$ cat src/hw/recb_pkg.sv
// Package with register map, field layout, reset values and timing for the reset event counter bank
package recb_pkg;
    localparam int CNT_W = 8;
    localparam int ADDR_W = 12;
    // Register indices; byte address is four times the index
    localparam logic [ADDR_W-1:0] IDX_COUNT_RD = 12'h07f;
    localparam logic [ADDR_W-1:0] IDX_COUNT_WR = 12'h03f;
    localparam logic [ADDR_W-1:0] IDX_DELAY = 12'h010;
    localparam logic [ADDR_W-1:0] IDX_CTRL = 12'h011;
    localparam logic [ADDR_W-1:0] IDX_STATUS = 12'h012;
    // Field positions
    localparam int CTRL_AUTO_BIT = 0;
    localparam int STAT_ANSWER_BIT = 1;
    localparam int STAT_RUN_BIT = 0;
    localparam int STAT_INRST_BIT = 2;
    // Reset values and special codes
    localparam logic [CNT_W-1:0] COUNT_RESET = 8'h00;
    localparam logic [CNT_W-1:0] DELAY_RESET = 8'hff;
    localparam logic [CNT_W-1:0] DELAY_DISABLED = 8'hff;
    localparam logic [CNT_W-1:0] DELAY_INVALID = 8'h00;
    localparam logic CTRL_AUTO_RESET = 1'b0;
    // Timing
    localparam int CLK_HZ = 25_000_000;
    localparam int STEP_MS = 100;
    localparam int STEP_CYC = (CLK_HZ / 1000) * STEP_MS;
    localparam int WD_HOLD_CYC = 4;
    typedef enum logic [1:0] {
        T_IDLE,
        T_WAIT,
        T_ANSWER
    } recb_tstate_t;
endpackage : recb_pkg

$ cat src/hw/recb_core_if.sv
// Interface joining the bank's register logic to its counter and answer timer
interface recb_core_if;
    logic       cnt_inc;
    logic       cnt_wr;
    logic [7:0] cnt_wdata;
    logic [7:0] count;
    logic       tm_rst;
    logic       auto_en;
    logic [7:0] delay_code;
    logic       offhook;
    logic       flash;
    logic       answer;
    logic       running;
    modport ctrl (
        output cnt_inc, cnt_wr, cnt_wdata, tm_rst, auto_en, delay_code, offhook, flash,
        input  count, answer, running
    );
    modport counter (
        input  cnt_inc, cnt_wr, cnt_wdata,
        output count
    );
    modport timer (
        input  tm_rst, auto_en, delay_code, offhook, flash,
        output answer, running
    );
endinterface : recb_core_if

$ cat src/hw/recb_counter.sv
// Eight-bit reset event counter with clear, preset and wrap
module recb_counter (
    input  wire logic   clock_i,
    input  wire logic   rst_b_i,
    recb_core_if.counter core
);
    import recb_pkg::*;

    logic [CNT_W-1:0] count;
    logic [CNT_W-1:0] next_count;

    // Release and write in one cycle: the release is counted on top of the written value
    assign next_count = core.cnt_wr ? core.cnt_wdata + (core.cnt_inc ? 8'h01 : 8'h00)
                                    : count + (core.cnt_inc ? 8'h01 : 8'h00);

    // Only the power-up reset clears it; module resets leave it alone
    always_ff @(posedge clock_i) begin
        if (!rst_b_i) begin
            count <= COUNT_RESET;
        end else begin
            count <= next_count;
        end
    end
    assign core.count = count;

    a_count_wrap: assert property (@(posedge clock_i) disable iff (!rst_b_i)
        core.cnt_inc && !core.cnt_wr && count == 8'hff |=> count == 8'h00)
        else $error("counter did not wrap to zero");
    a_count_clear: assert property (@(posedge clock_i) disable iff (!rst_b_i)
        core.cnt_wr && core.cnt_wdata == 8'h00 && !core.cnt_inc |=> count == 8'h00)
        else $error("zero write did not clear counter");
    a_count_preset: assert property (@(posedge clock_i) disable iff (!rst_b_i)
        core.cnt_wr && !core.cnt_inc |=> count == $past(core.cnt_wdata))
        else $error("preset value not loaded");
    a_count_hold: assert property (@(posedge clock_i) disable iff (!rst_b_i)
        !core.cnt_wr && !core.cnt_inc |=> $stable(count))
        else $error("counter changed with no cause");
endmodule // recb_counter

$ cat src/hw/recb_answer_timer.sv
// Answer delay timer for automatic flash answer operation
module recb_answer_timer #(
    parameter int STEP_CYCLES = recb_pkg::STEP_CYC
) (
    input  wire logic clock_i,
    input  wire logic rst_b_i,
    recb_core_if.timer core
);
    import recb_pkg::*;

    localparam int CYC_W = $clog2(STEP_CYCLES + 1);
    recb_tstate_t state;
    recb_tstate_t next_state;
    logic [CYC_W-1:0] cyc;
    logic [7:0]       steps;
    logic             answer;
    logic             running;
    logic [31:0]      elapsed;
    wire code_ok = core.delay_code != DELAY_INVALID && core.delay_code != DELAY_DISABLED;
    wire timing = state == T_WAIT && core.auto_en && code_ok;
    wire step_end = cyc == CYC_W'(STEP_CYCLES - 1);
    wire expired = timing && step_end && steps == core.delay_code - 8'h01;

    always_comb begin
        next_state = state;
        unique case (state)
            T_IDLE: if (core.offhook) next_state = T_WAIT;
            T_WAIT: begin
                if (!core.offhook) next_state = T_IDLE;
                else if (core.flash || expired) next_state = T_ANSWER;
            end
            T_ANSWER: if (!core.offhook) next_state = T_IDLE;
        endcase
    end

    always_ff @(posedge clock_i) begin
        if (!rst_b_i || core.tm_rst) begin
            state <= T_IDLE;
            cyc <= '0;
            steps <= 8'h00;
            answer <= 1'b0;
            running <= 1'b0;
        end else begin
            state <= next_state;
            cyc <= (!timing || step_end) ? '0 : cyc + CYC_W'(1);
            steps <= !timing ? 8'h00 : steps + (step_end ? 8'h01 : 8'h00);
            answer <= next_state == T_ANSWER;
            running <= next_state == T_WAIT && core.auto_en && code_ok;
        end
    end
    assign core.answer = answer;
    assign core.running = running;

    // Helper for the delay check only
    always_ff @(posedge clock_i) begin
        elapsed <= (state == T_WAIT) ? elapsed + 32'd1 : 32'd0;
    end

    a_delay_exact: assert property (@(posedge clock_i) disable iff (!rst_b_i)
        $rose(answer) && !$past(core.flash) && !$past(core.tm_rst)
        |-> elapsed == 32'(core.delay_code) * 32'(STEP_CYCLES))
        else $error("answer delay differs from code times step");
    a_delay_disabled: assert property (@(posedge clock_i) disable iff (!rst_b_i)
        state == T_WAIT && !code_ok && !core.flash |=> !answer)
        else $error("answer issued with delay disabled");
endmodule // recb_answer_timer

$ cat src/hw/recb_bank.sv
// Top of the reset event counter bank: APB slave, module reset tracking and answer delay control
//
// The APB register port was chosen for this implementation.
import recb_pkg::*;

// What this block does
// - A count of module resets is kept and survives every module reset; of all resets, only power-up clears it.
// - Writing zero to the counter's write location clears the count.
// - Power-up, the external reset pin and watchdog expiry each advance the count.
// - The count reads at location 0x7F and is loaded by a write to location 0x3F.
// - The count advances at each release of module reset and a nonzero write presets it.
// - With automatic flash answer the answer follows off-hook by the code times 100 ms; 0xFF disables it, 0 is invalid.
module recb_bank #(
    parameter int STEP_CYCLES = recb_pkg::STEP_CYC
) (
    input  wire logic                        clock_i,
    input  wire logic                        rst_b_i,
    input  wire logic                        psel_i,
    input  wire logic                        penable_i,
    input  wire logic                        pwrite_i,
    input  wire logic [recb_pkg::ADDR_W-1:0] paddr_i,
    input  wire logic [31:0]                 pwdata_i,
    output logic      [31:0]                 prdata_o,
    output logic                             pready_o,
    output logic                             pslverr_o,
    input  wire logic                        module_reset_pin_i,
    input  wire logic                        watchdog_expire_i,
    input  wire logic                        offhook_i,
    input  wire logic                        hook_flash_i,
    output logic                             answer_o,
    output logic                             module_in_reset_o
);
    import recb_pkg::*;

    recb_core_if core ();

    // Module reset tracking
    logic [2:0]       wd_hold;
    logic             in_reset;
    logic             was_in_reset;
    logic [CNT_W-1:0] delay_code;
    logic             auto_en;
    logic [31:0]      next_rdata;

    // A watchdog expiry holds the module in reset for a few cycles, like a short pin pulse
    wire wd_active = wd_hold != 3'h0;
    wire next_in_reset = module_reset_pin_i || watchdog_expire_i || wd_active;
    // Power-up leaves was_in_reset set, so the first free cycle counts too
    wire reset_release = was_in_reset && !in_reset;

    always_ff @(posedge clock_i) begin
        if (!rst_b_i) begin
            wd_hold <= 3'h0;
        end else if (watchdog_expire_i) begin
            wd_hold <= 3'(WD_HOLD_CYC - 1);
        end else if (wd_active) begin
            wd_hold <= wd_hold - 3'h1;
        end
    end

    always_ff @(posedge clock_i) begin
        if (!rst_b_i) begin
            in_reset <= 1'b1;
            was_in_reset <= 1'b1;
        end else begin
            in_reset <= next_in_reset;
            was_in_reset <= in_reset;
        end
    end
    assign module_in_reset_o = in_reset;

    // APB address decode
    wire [ADDR_W-3:0] idx = paddr_i[ADDR_W-1:2];
    wire hit_count_rd = idx == IDX_COUNT_RD[ADDR_W-3:0];
    wire hit_count_wr = idx == IDX_COUNT_WR[ADDR_W-3:0];
    wire hit_delay = idx == IDX_DELAY[ADDR_W-3:0];
    wire hit_ctrl = idx == IDX_CTRL[ADDR_W-3:0];
    wire hit_status = idx == IDX_STATUS[ADDR_W-3:0];
    wire rd_ok = hit_count_rd || hit_delay || hit_ctrl || hit_status;
    wire wr_ok = hit_count_wr || hit_delay || hit_ctrl;
    wire dec_ok = pwrite_i ? wr_ok : rd_ok;

    // One wait state: the access phase lasts two cycles
    wire next_ready = psel_i && penable_i && !pready_o;
    wire wr_fire = psel_i && penable_i && pready_o && pwrite_i;
    // Writes are dropped while the module sits in reset, as all its functions are down
    wire wr_live = wr_fire && !in_reset;
    wire wr_count = wr_live && hit_count_wr;
    wire wr_delay = wr_live && hit_delay && pwdata_i[7:0] != DELAY_INVALID;
    wire wr_ctrl = wr_live && hit_ctrl;

    always_comb begin
        next_rdata = 32'h0000_0000;
        if (hit_count_rd) begin
            next_rdata[7:0] = core.count;
        end else if (hit_delay) begin
            next_rdata[7:0] = delay_code;
        end else if (hit_ctrl) begin
            next_rdata[CTRL_AUTO_BIT] = auto_en;
        end else if (hit_status) begin
            next_rdata[STAT_RUN_BIT] = core.running;
            next_rdata[STAT_ANSWER_BIT] = core.answer;
            next_rdata[STAT_INRST_BIT] = in_reset;
        end
    end

    always_ff @(posedge clock_i) begin
        if (!rst_b_i) begin
            pready_o <= 1'b0;
            pslverr_o <= 1'b0;
            prdata_o <= 32'h0000_0000;
        end else begin
            pready_o <= next_ready;
            pslverr_o <= next_ready && !dec_ok;
            if (next_ready && !pwrite_i && rd_ok) begin
                prdata_o <= next_rdata;
            end else if (next_ready) begin
                prdata_o <= 32'h0000_0000;
            end
        end
    end

    // Settings fall back to factory defaults while the module is in reset
    always_ff @(posedge clock_i) begin
        if (!rst_b_i || in_reset) begin
            delay_code <= DELAY_RESET;
            auto_en <= CTRL_AUTO_RESET;
        end else begin
            if (wr_delay) begin
                delay_code <= pwdata_i[7:0];
            end
            if (wr_ctrl) begin
                auto_en <= pwdata_i[CTRL_AUTO_BIT];
            end
        end
    end

    // Core connections
    assign core.cnt_inc = reset_release;
    assign core.cnt_wr = wr_count;
    assign core.cnt_wdata = pwdata_i[7:0];
    assign core.tm_rst = in_reset;
    assign core.auto_en = auto_en;
    assign core.delay_code = delay_code;
    assign core.offhook = offhook_i;
    assign core.flash = hook_flash_i;
    assign answer_o = core.answer;

    recb_counter u_counter (
        .clock_i (clock_i),
        .rst_b_i (rst_b_i),
        .core    (core.counter)
    );

    recb_answer_timer #(
        .STEP_CYCLES (STEP_CYCLES)
    ) u_timer (
        .clock_i (clock_i),
        .rst_b_i (rst_b_i),
        .core    (core.timer)
    );

    a_release_counts: assert property (@(posedge clock_i) disable iff (!rst_b_i)
        $fell(module_reset_pin_i) && !watchdog_expire_i && !wd_active && !$past(watchdog_expire_i)
        |=> core.cnt_inc)
        else $error("reset release was not counted");
    a_watchdog_counts: assert property (@(posedge clock_i) disable iff (!rst_b_i)
        watchdog_expire_i && !module_reset_pin_i |-> ##[1:8] core.cnt_inc)
        else $error("watchdog reset was not counted");
    a_count_readback: assert property (@(posedge clock_i) disable iff (!rst_b_i)
        psel_i && penable_i && !pready_o && !pwrite_i && hit_count_rd
        |=> prdata_o == {24'h000000, $past(core.count)})
        else $error("count read data wrong");
    a_count_write: assert property (@(posedge clock_i) disable iff (!rst_b_i)
        wr_fire && hit_count_wr && !in_reset && !core.cnt_inc |=> core.count == $past(pwdata_i[7:0]))
        else $error("count write at 0x3f not loaded");
    a_zero_delay_kept: assert property (@(posedge clock_i) disable iff (!rst_b_i)
        wr_fire && hit_delay && pwdata_i[7:0] == 8'h00 && !in_reset |=> delay_code == $past(delay_code))
        else $error("invalid delay code accepted");
    a_count_survives: assert property (@(posedge clock_i) disable iff (!rst_b_i)
        in_reset && !core.cnt_inc && !core.cnt_wr |=> core.count == $past(core.count))
        else $error("count lost during module reset");
endmodule // recb_bank

$ cat config.mk
export PLATFORM = sky130hd
export DESIGN_NAME = recb_bank
export DESIGN_NICKNAME = d
export VERILOG_FILES = /design/src/hw/recb_pkg.sv /design/src/hw/recb_core_if.sv /design/src/hw/recb_counter.sv /design/src/hw/recb_answer_timer.sv /design/src/hw/recb_bank.sv
export SDC_FILE = /design/constraint.sdc
export NUM_CORES = 1
export LEC_CHECK = 0
export ABC_AREA = 1
export ABC_CLOCK_PERIOD_IN_PS = 2800
export BUFFER_PORTS_ARGS = -buffer_cell sky130_fd_sc_hd__buf_2
export CORE_MARGIN = 3
export CORE_UTILIZATION = 57
export CTS_BUF_LIST = sky130_fd_sc_hd__clkbuf_4 sky130_fd_sc_hd__clkbuf_8
export CTS_CLUSTER_SIZE = 8
export DETAILED_ROUTE_END_ITERATION = 7
export PLACE_DENSITY_LB_ADDON = 0.15
export SKIP_CTS_REPAIR_TIMING = 1
export SLEW_MARGIN = 20
export SYNTH_ARGS = -nofsm -noshare
export SYNTH_HDL_FRONTEND = slang
export SYNTH_SLANG_ARGS = --single-unit
$ cat constraint.sdc
create_clock -name clock_i -period 2.8 [get_ports clock_i]
set_input_delay 0.14 -clock clock_i [delete_from_list [all_inputs] [get_ports clock_i]]
set_output_delay 0.14 -clock clock_i [all_outputs]
set_load 0.02 [all_outputs]
# Word level (Yosys, flattened, before mapping)
# Index checks and enable logic that the tools add are counted.
# Widths: inputs -> output; s select.
# word_totals
in_bits	53
wordCells	99
regBits	66
out_inout_bits	36
# op_classes
addsub	6
reduce_logical	45
n_eq_ne	12
bitwise	2
muxes	19
# op_table
op	n
$mux 8	4
$eq 10x5->1 const B	3
$add 22x1->22 const B	1
$eq 22x22->1 const B	1
$logic_and 1x1->1	20
$add 8x8->8	2
$reduce_bool 8->1	2
$mux 2	7
$eq 10x6->1 const B	1
$eq 10x7->1 const B	1
$logic_or 1x1->1	10
$add 8x1->8	1
$eq 8x8->1	1
$ne 8x8->1 const B	1
$sub 8x1->8 const B	1
$logic_not 1->1	6
$mux 3	2
$pmux 2 s3	1
$reduce_or 2->1	3
$mux 5	1
$eq 2x1->1 const B	2
$eq 2x2->1 const B	2
$mux 1	4
$reduce_bool 2->1	2
4 further kinds	5

# Logic depth before layout (Yosys ltp)
# depth
word_depth	12
depth_mapped	17
ltp_nobuf	17

# Hierarchy
# Synthesis repeated with hierarchy kept, for this count alone.
# unflattened
hier_cells	612
area_unflattened_um2	4209.0
# modules_own_cells
module	cells_each	seq_area_each_um2	area_each_um2	instances
recb_answer_timer	303	680.7	2113.3	1
recb_bank	218	480.5	1525.2	1
recb_counter	91	160.2	570.5	1

# Least setup slack after synthesis
# OpenSTA, ideal clock, no wires.
# synth_path
path_kind	register to register
start	register u_timer.cyc[0]
end	register u_timer.steps[6]
path_stages_with_launch	12
required_ns	2.684
setup_ns	0.116
t_arrival_ns	1.846
slack_ns	0.838
path_buffers	0
synth_period_minus_slack_ns	1.962
cell_sequence	dfxtp_1 ha_1 nand3_2 nor2_4 nand3_2 nor2_8 ha_1 ha_1 nand2_1 nor3_1 xor2_1 nor2_1
# synth_between
elab_chain_len	3
# synth_lines
element	line_no	text
start, declared	recb_answer_timer.sv:14	logic [CYC_W-1:0] cyc;
start signal, assigned	recb_answer_timer.sv:45	cyc <= (!timing || step_end) ? '0 : cyc + CYC_W'(1);
$eq 22x22->1	recb_answer_timer.sv:21	wire step_end = cyc == CYC_W'(STEP_CYCLES - 1);
$mux 1	recb_answer_timer.sv:46	steps <= !timing ? 8'h00 : steps + (step_end ? 8'h01 : 8'h00);
$add 8x8->8	recb_answer_timer.sv:46	
end signal, assigned	recb_answer_timer.sv:46	
end, declared	recb_answer_timer.sv:15	logic [7:0] steps;
# No other way between the ends.
# A chain may end at the register's enable or synchronous reset.

# Final worst setup path
# layout_path
start	register delay_code[0], in the netlist core.delay_code[0]
end	register u_timer.cyc[19]
# layout_between
elab_chain_len	6
# layout_lines
element	line_no	text
start, declared	recb_bank.sv:41	logic [CNT_W-1:0] delay_code;
start signal, assigned	recb_bank.sv:130	delay_code <= pwdata_i[7:0];
$ne 8x8->1 / $reduce_bool 8->1 (equally long branches)	recb_answer_timer.sv:19	wire code_ok = core.delay_code != DELAY_INVALID && core.delay_code != DELAY_DISABLED;
$logic_and 1x1->1 *	recb_answer_timer.sv:19	
$logic_and 1x1->1 *	recb_answer_timer.sv:20	wire timing = state == T_WAIT && core.auto_en && code_ok;
$logic_not 1->1 *	recb_answer_timer.sv:45	
$logic_or 1x1->1 *	recb_answer_timer.sv:45	
$reduce_or 2->1 (no source line) *	--	
# Mark *: on every way between the ends. The rest lies on a longest branch, timed or not.

==> key figures <==
Clocking
  – H-tree depth: 3
  – CTS Buf Count: 9
  – Max clock buf depth: 2
  – CTS Root Cell: clkbuf_8
  – Clock transition at the registers of the reported paths: 70 ps
  – Clk sinks: 66
  – Latest clock arrival within the worst-skew pair: 330 ps
  – TritonCTS clock tree: built

Finish
  – Final Util: 64.75%
  – Layout cells sized above 1: 17.75%
  – Fin nets: 676
  – Diode count: 0
  – Area Overhead vs Synth: 9.486%
  – Filler Cell Count: 627
  – Final Cell Area: 4448 um2

Placed design
  – Post-Place Cell Area: 4255 um2
  – PortBufs: 38
  – GPL Wtd Cong: 0.8973
  – Dpl ws: 672.2 ps
  – Dpl hpwl: 6.433 mm

Timing
  – F_max: 468.0 MHz
  – RSZ-0062 raised after global routing: no
  – Worst setup margin: 663.3 ps
  – Final Cycle Share: 76.31%
  – Final Hold Fails: 0
  – Final Setup Violations: 0
  – Setup_tns: 0 ps
  – Fin. max-slew vios: 0
  – Fin Clk Skew: 5.045 ps
  – Tmin final: 2137 ps

Critical path
  – Crit-path max cell delay: 400 ps
  – Critical path data arrival time: 2420 ps
  – CP Data Required Time: 3080 ps
  – Critical path class: flip-flop to flip-flop
  – Worst path cell trace: inv_1 > ha_1 > inv_1 > nor2_1 > nand2_1 > nor2_2 > nor3_4 > nand2_4 > nor2_8 > inv_2 > a31oi_1 > nand2_1 > inv_1
  – Worst setup EP type: flip-flop
  – Setup crit start kind: flip-flop
  – Most used cell along the critical path: inv_1
  – Slowest CP cell: dfxtp_1
  – CP Max Fanout: 15

Route
  – DR WL/cell: 11.63 um
  – Remaining DRCs: 0
  – DR vias/cell: 5.054
  – Final wirelength: 8.254 mm
  – Via count: 3588
  – Detail Route Antenna Nets: 0
  – Iter 0 DRT Violations: 173
  – DRT Pass-1 Iters: 4

Flow run
  – Max-Cap Viols: 0

Power and ir drop
  – Pwr/cell area: 421.2 nW/um2
  – Lkg Pwr: 2.010 nW
  – Power Total: 1.874 mW
  – Maximum vdd drop: 0.0003014 V

Synthesis
  – Syn Area/Cell: 7.178 um2
  – Synth Register Bits: 66
  – Top cell type's share of synthesized area: 32.52%
  – Commonest register cell after synthesis: dfxtp_1
  – Largest area contributor in the synthesized netlist: dfxtp_1
  – Cell variety after synth: 44
  – Ys Warns: 0
  – EDFF count, synth: 0
  – FFs w/ async S/R, synth: 0%
  – Most frequent cells after synthesis: nand2_1, inv_1, dfxtp_1, nor2_1, nand3_1
  – Synth top area cells: dfxtp_1, nand2_1, inv_1, nor2_1, buf_4
  – Seq/Total Area, Yosys: 32.52%
  – Most frequent cell after synthesis: nand2_1
  – Post-Syn Area: 4063 um2
  – Mapped Cells: 566

GRT
  – Vias in the first global route: 3169
  – Tot GR Track Use: 20.46%
  – Largest net degree at the start of global routing: 17
  – Initial antenna violation count: 0
  – GRT overflow: 0
  – First-pass GRT wire length: 13.87 mm

Floorplan
  – Core area: 6869 um2
  – Die area: 8177 um2
  – Die width: 90.43 um
  – I/O Pins: 89
  – Initial Util: 59.14%
  – FP Rows: 30
  – Height of the die: 90.43 um

Worst hold path
  – Min-delay worst type: input pin to flip-flop

Outcome
  – Status: completed
[sequential cells by signal (all words and copies together) (netlist names), 2 cells and up]
signal / cells
wd_hold: 3
u_timer.cyc: 22
prdata_o: 8
u_counter.core.count: 8
u_timer.steps: 8
core.delay_code: 8
u_timer.state: 2
[worst max-delay path, delay by kind of cell, from the launching register on]
kind | cells | cell delay (ps)
buf+inv | 4 | 400
fa+ha+maj | 1 | 230
simple gates | 7 | 840
compound gates | 1 | 220
flops | 1 | 400
[metrics by stage]
step	hold slack (ps)	std cells
finish	8.854	710
global route	11.56	710
CTS	-5.559	710
global placement	347.5	695
detailed placement	351.7	695
floorplan	230.7	589
[path summary, 6_finish.rpt]
check | cells after the start | endpoint | slack [ps] | from
max reg2reg | 13 | u_timer.cyc[19] | 660 | core.delay_code[0]
min | 3 | module_in_reset_o | 9 | module_reset_pin_i
min reg2reg | 2 | prdata_o[4] | 460 | prdata_o[4]
max | 13 | u_timer.cyc[19] | 660 | core.delay_code[0]
[power breakdown]
group / internal [mW] / total [mW] / switching [mW]
clock network: 0.448 / 0.797 / 0.348
logic: 0.0347 / 0.128 / 0.0930
registers: 0.945 / 0.949 / 0.00414
total: 1.43 / 1.87 / 0.446
[cell type report]
class / instances / area, um2 / share of cell area (%)
Multi-Input combinational cell: 407 / 2293 / 51.56
Sequential cell: 66 / 1321 / 29.70
Inverter: 88 / 330.3 / 7.426
Timing Repair Buffer: 38 / 190.2 / 4.276
Clock buffer: 12 / 152.6 / 3.432
Tap cell: 96 / 120.1 / 2.700
Clock inverter: 3 / 40.04 / 0.9001
[cell usage in the layout, fill, tap and decap left out, types with 5 or more instances in the layout]
| master | netlist | final |
|---|---|---|
| a21oi_1 | 28 | 28 |
| buf_2 | 1 | 38 |
| clkbuf_8 | 0 | 10 |
| conb_1 | 1 | 24 |
| dfxtp_1 | 66 | 66 |
| ha_1 | 13 | 13 |
| inv_1 | 78 | 78 |
| inv_2 | 8 | 8 |
| nand2_1 | 110 | 110 |
| nand3_1 | 29 | 29 |
| nand3_2 | 10 | 10 |
| nand4_1 | 14 | 14 |
| nor2_1 | 59 | 59 |
| nor2_2 | 9 | 9 |
| nor3_1 | 12 | 12 |
| nor4_1 | 5 | 5 |
| o211ai_1 | 7 | 7 |
| o21ai_0 | 18 | 18 |
| xor2_1 | 18 | 18 |
[logic make-up (layout without fill, tap and decap cells)]
group                    count (synthesis)  in the layout  synth area share (%)
AO/OA/AOI/OAI                           72             72                 10.75
XOR/XNOR                                22             22                 4.743
buffers and inverters                  116            141                 13.15
flip-flops                              66             66                 32.52
adder cells (fa/ha/maj)                 13             13                 4.004
AND/OR/NAND/NOR                        276            276                 34.74
other                                    1             24               0.09230
[routing by layer]
metal	track usage, %	part of all wire (%)
met1	26.94	47
met2	32.23	45
met3	4.167	4.7
met4	9.439	3.0
met5	0	0
Note: power is estimated with default switching activity, not from simulation.
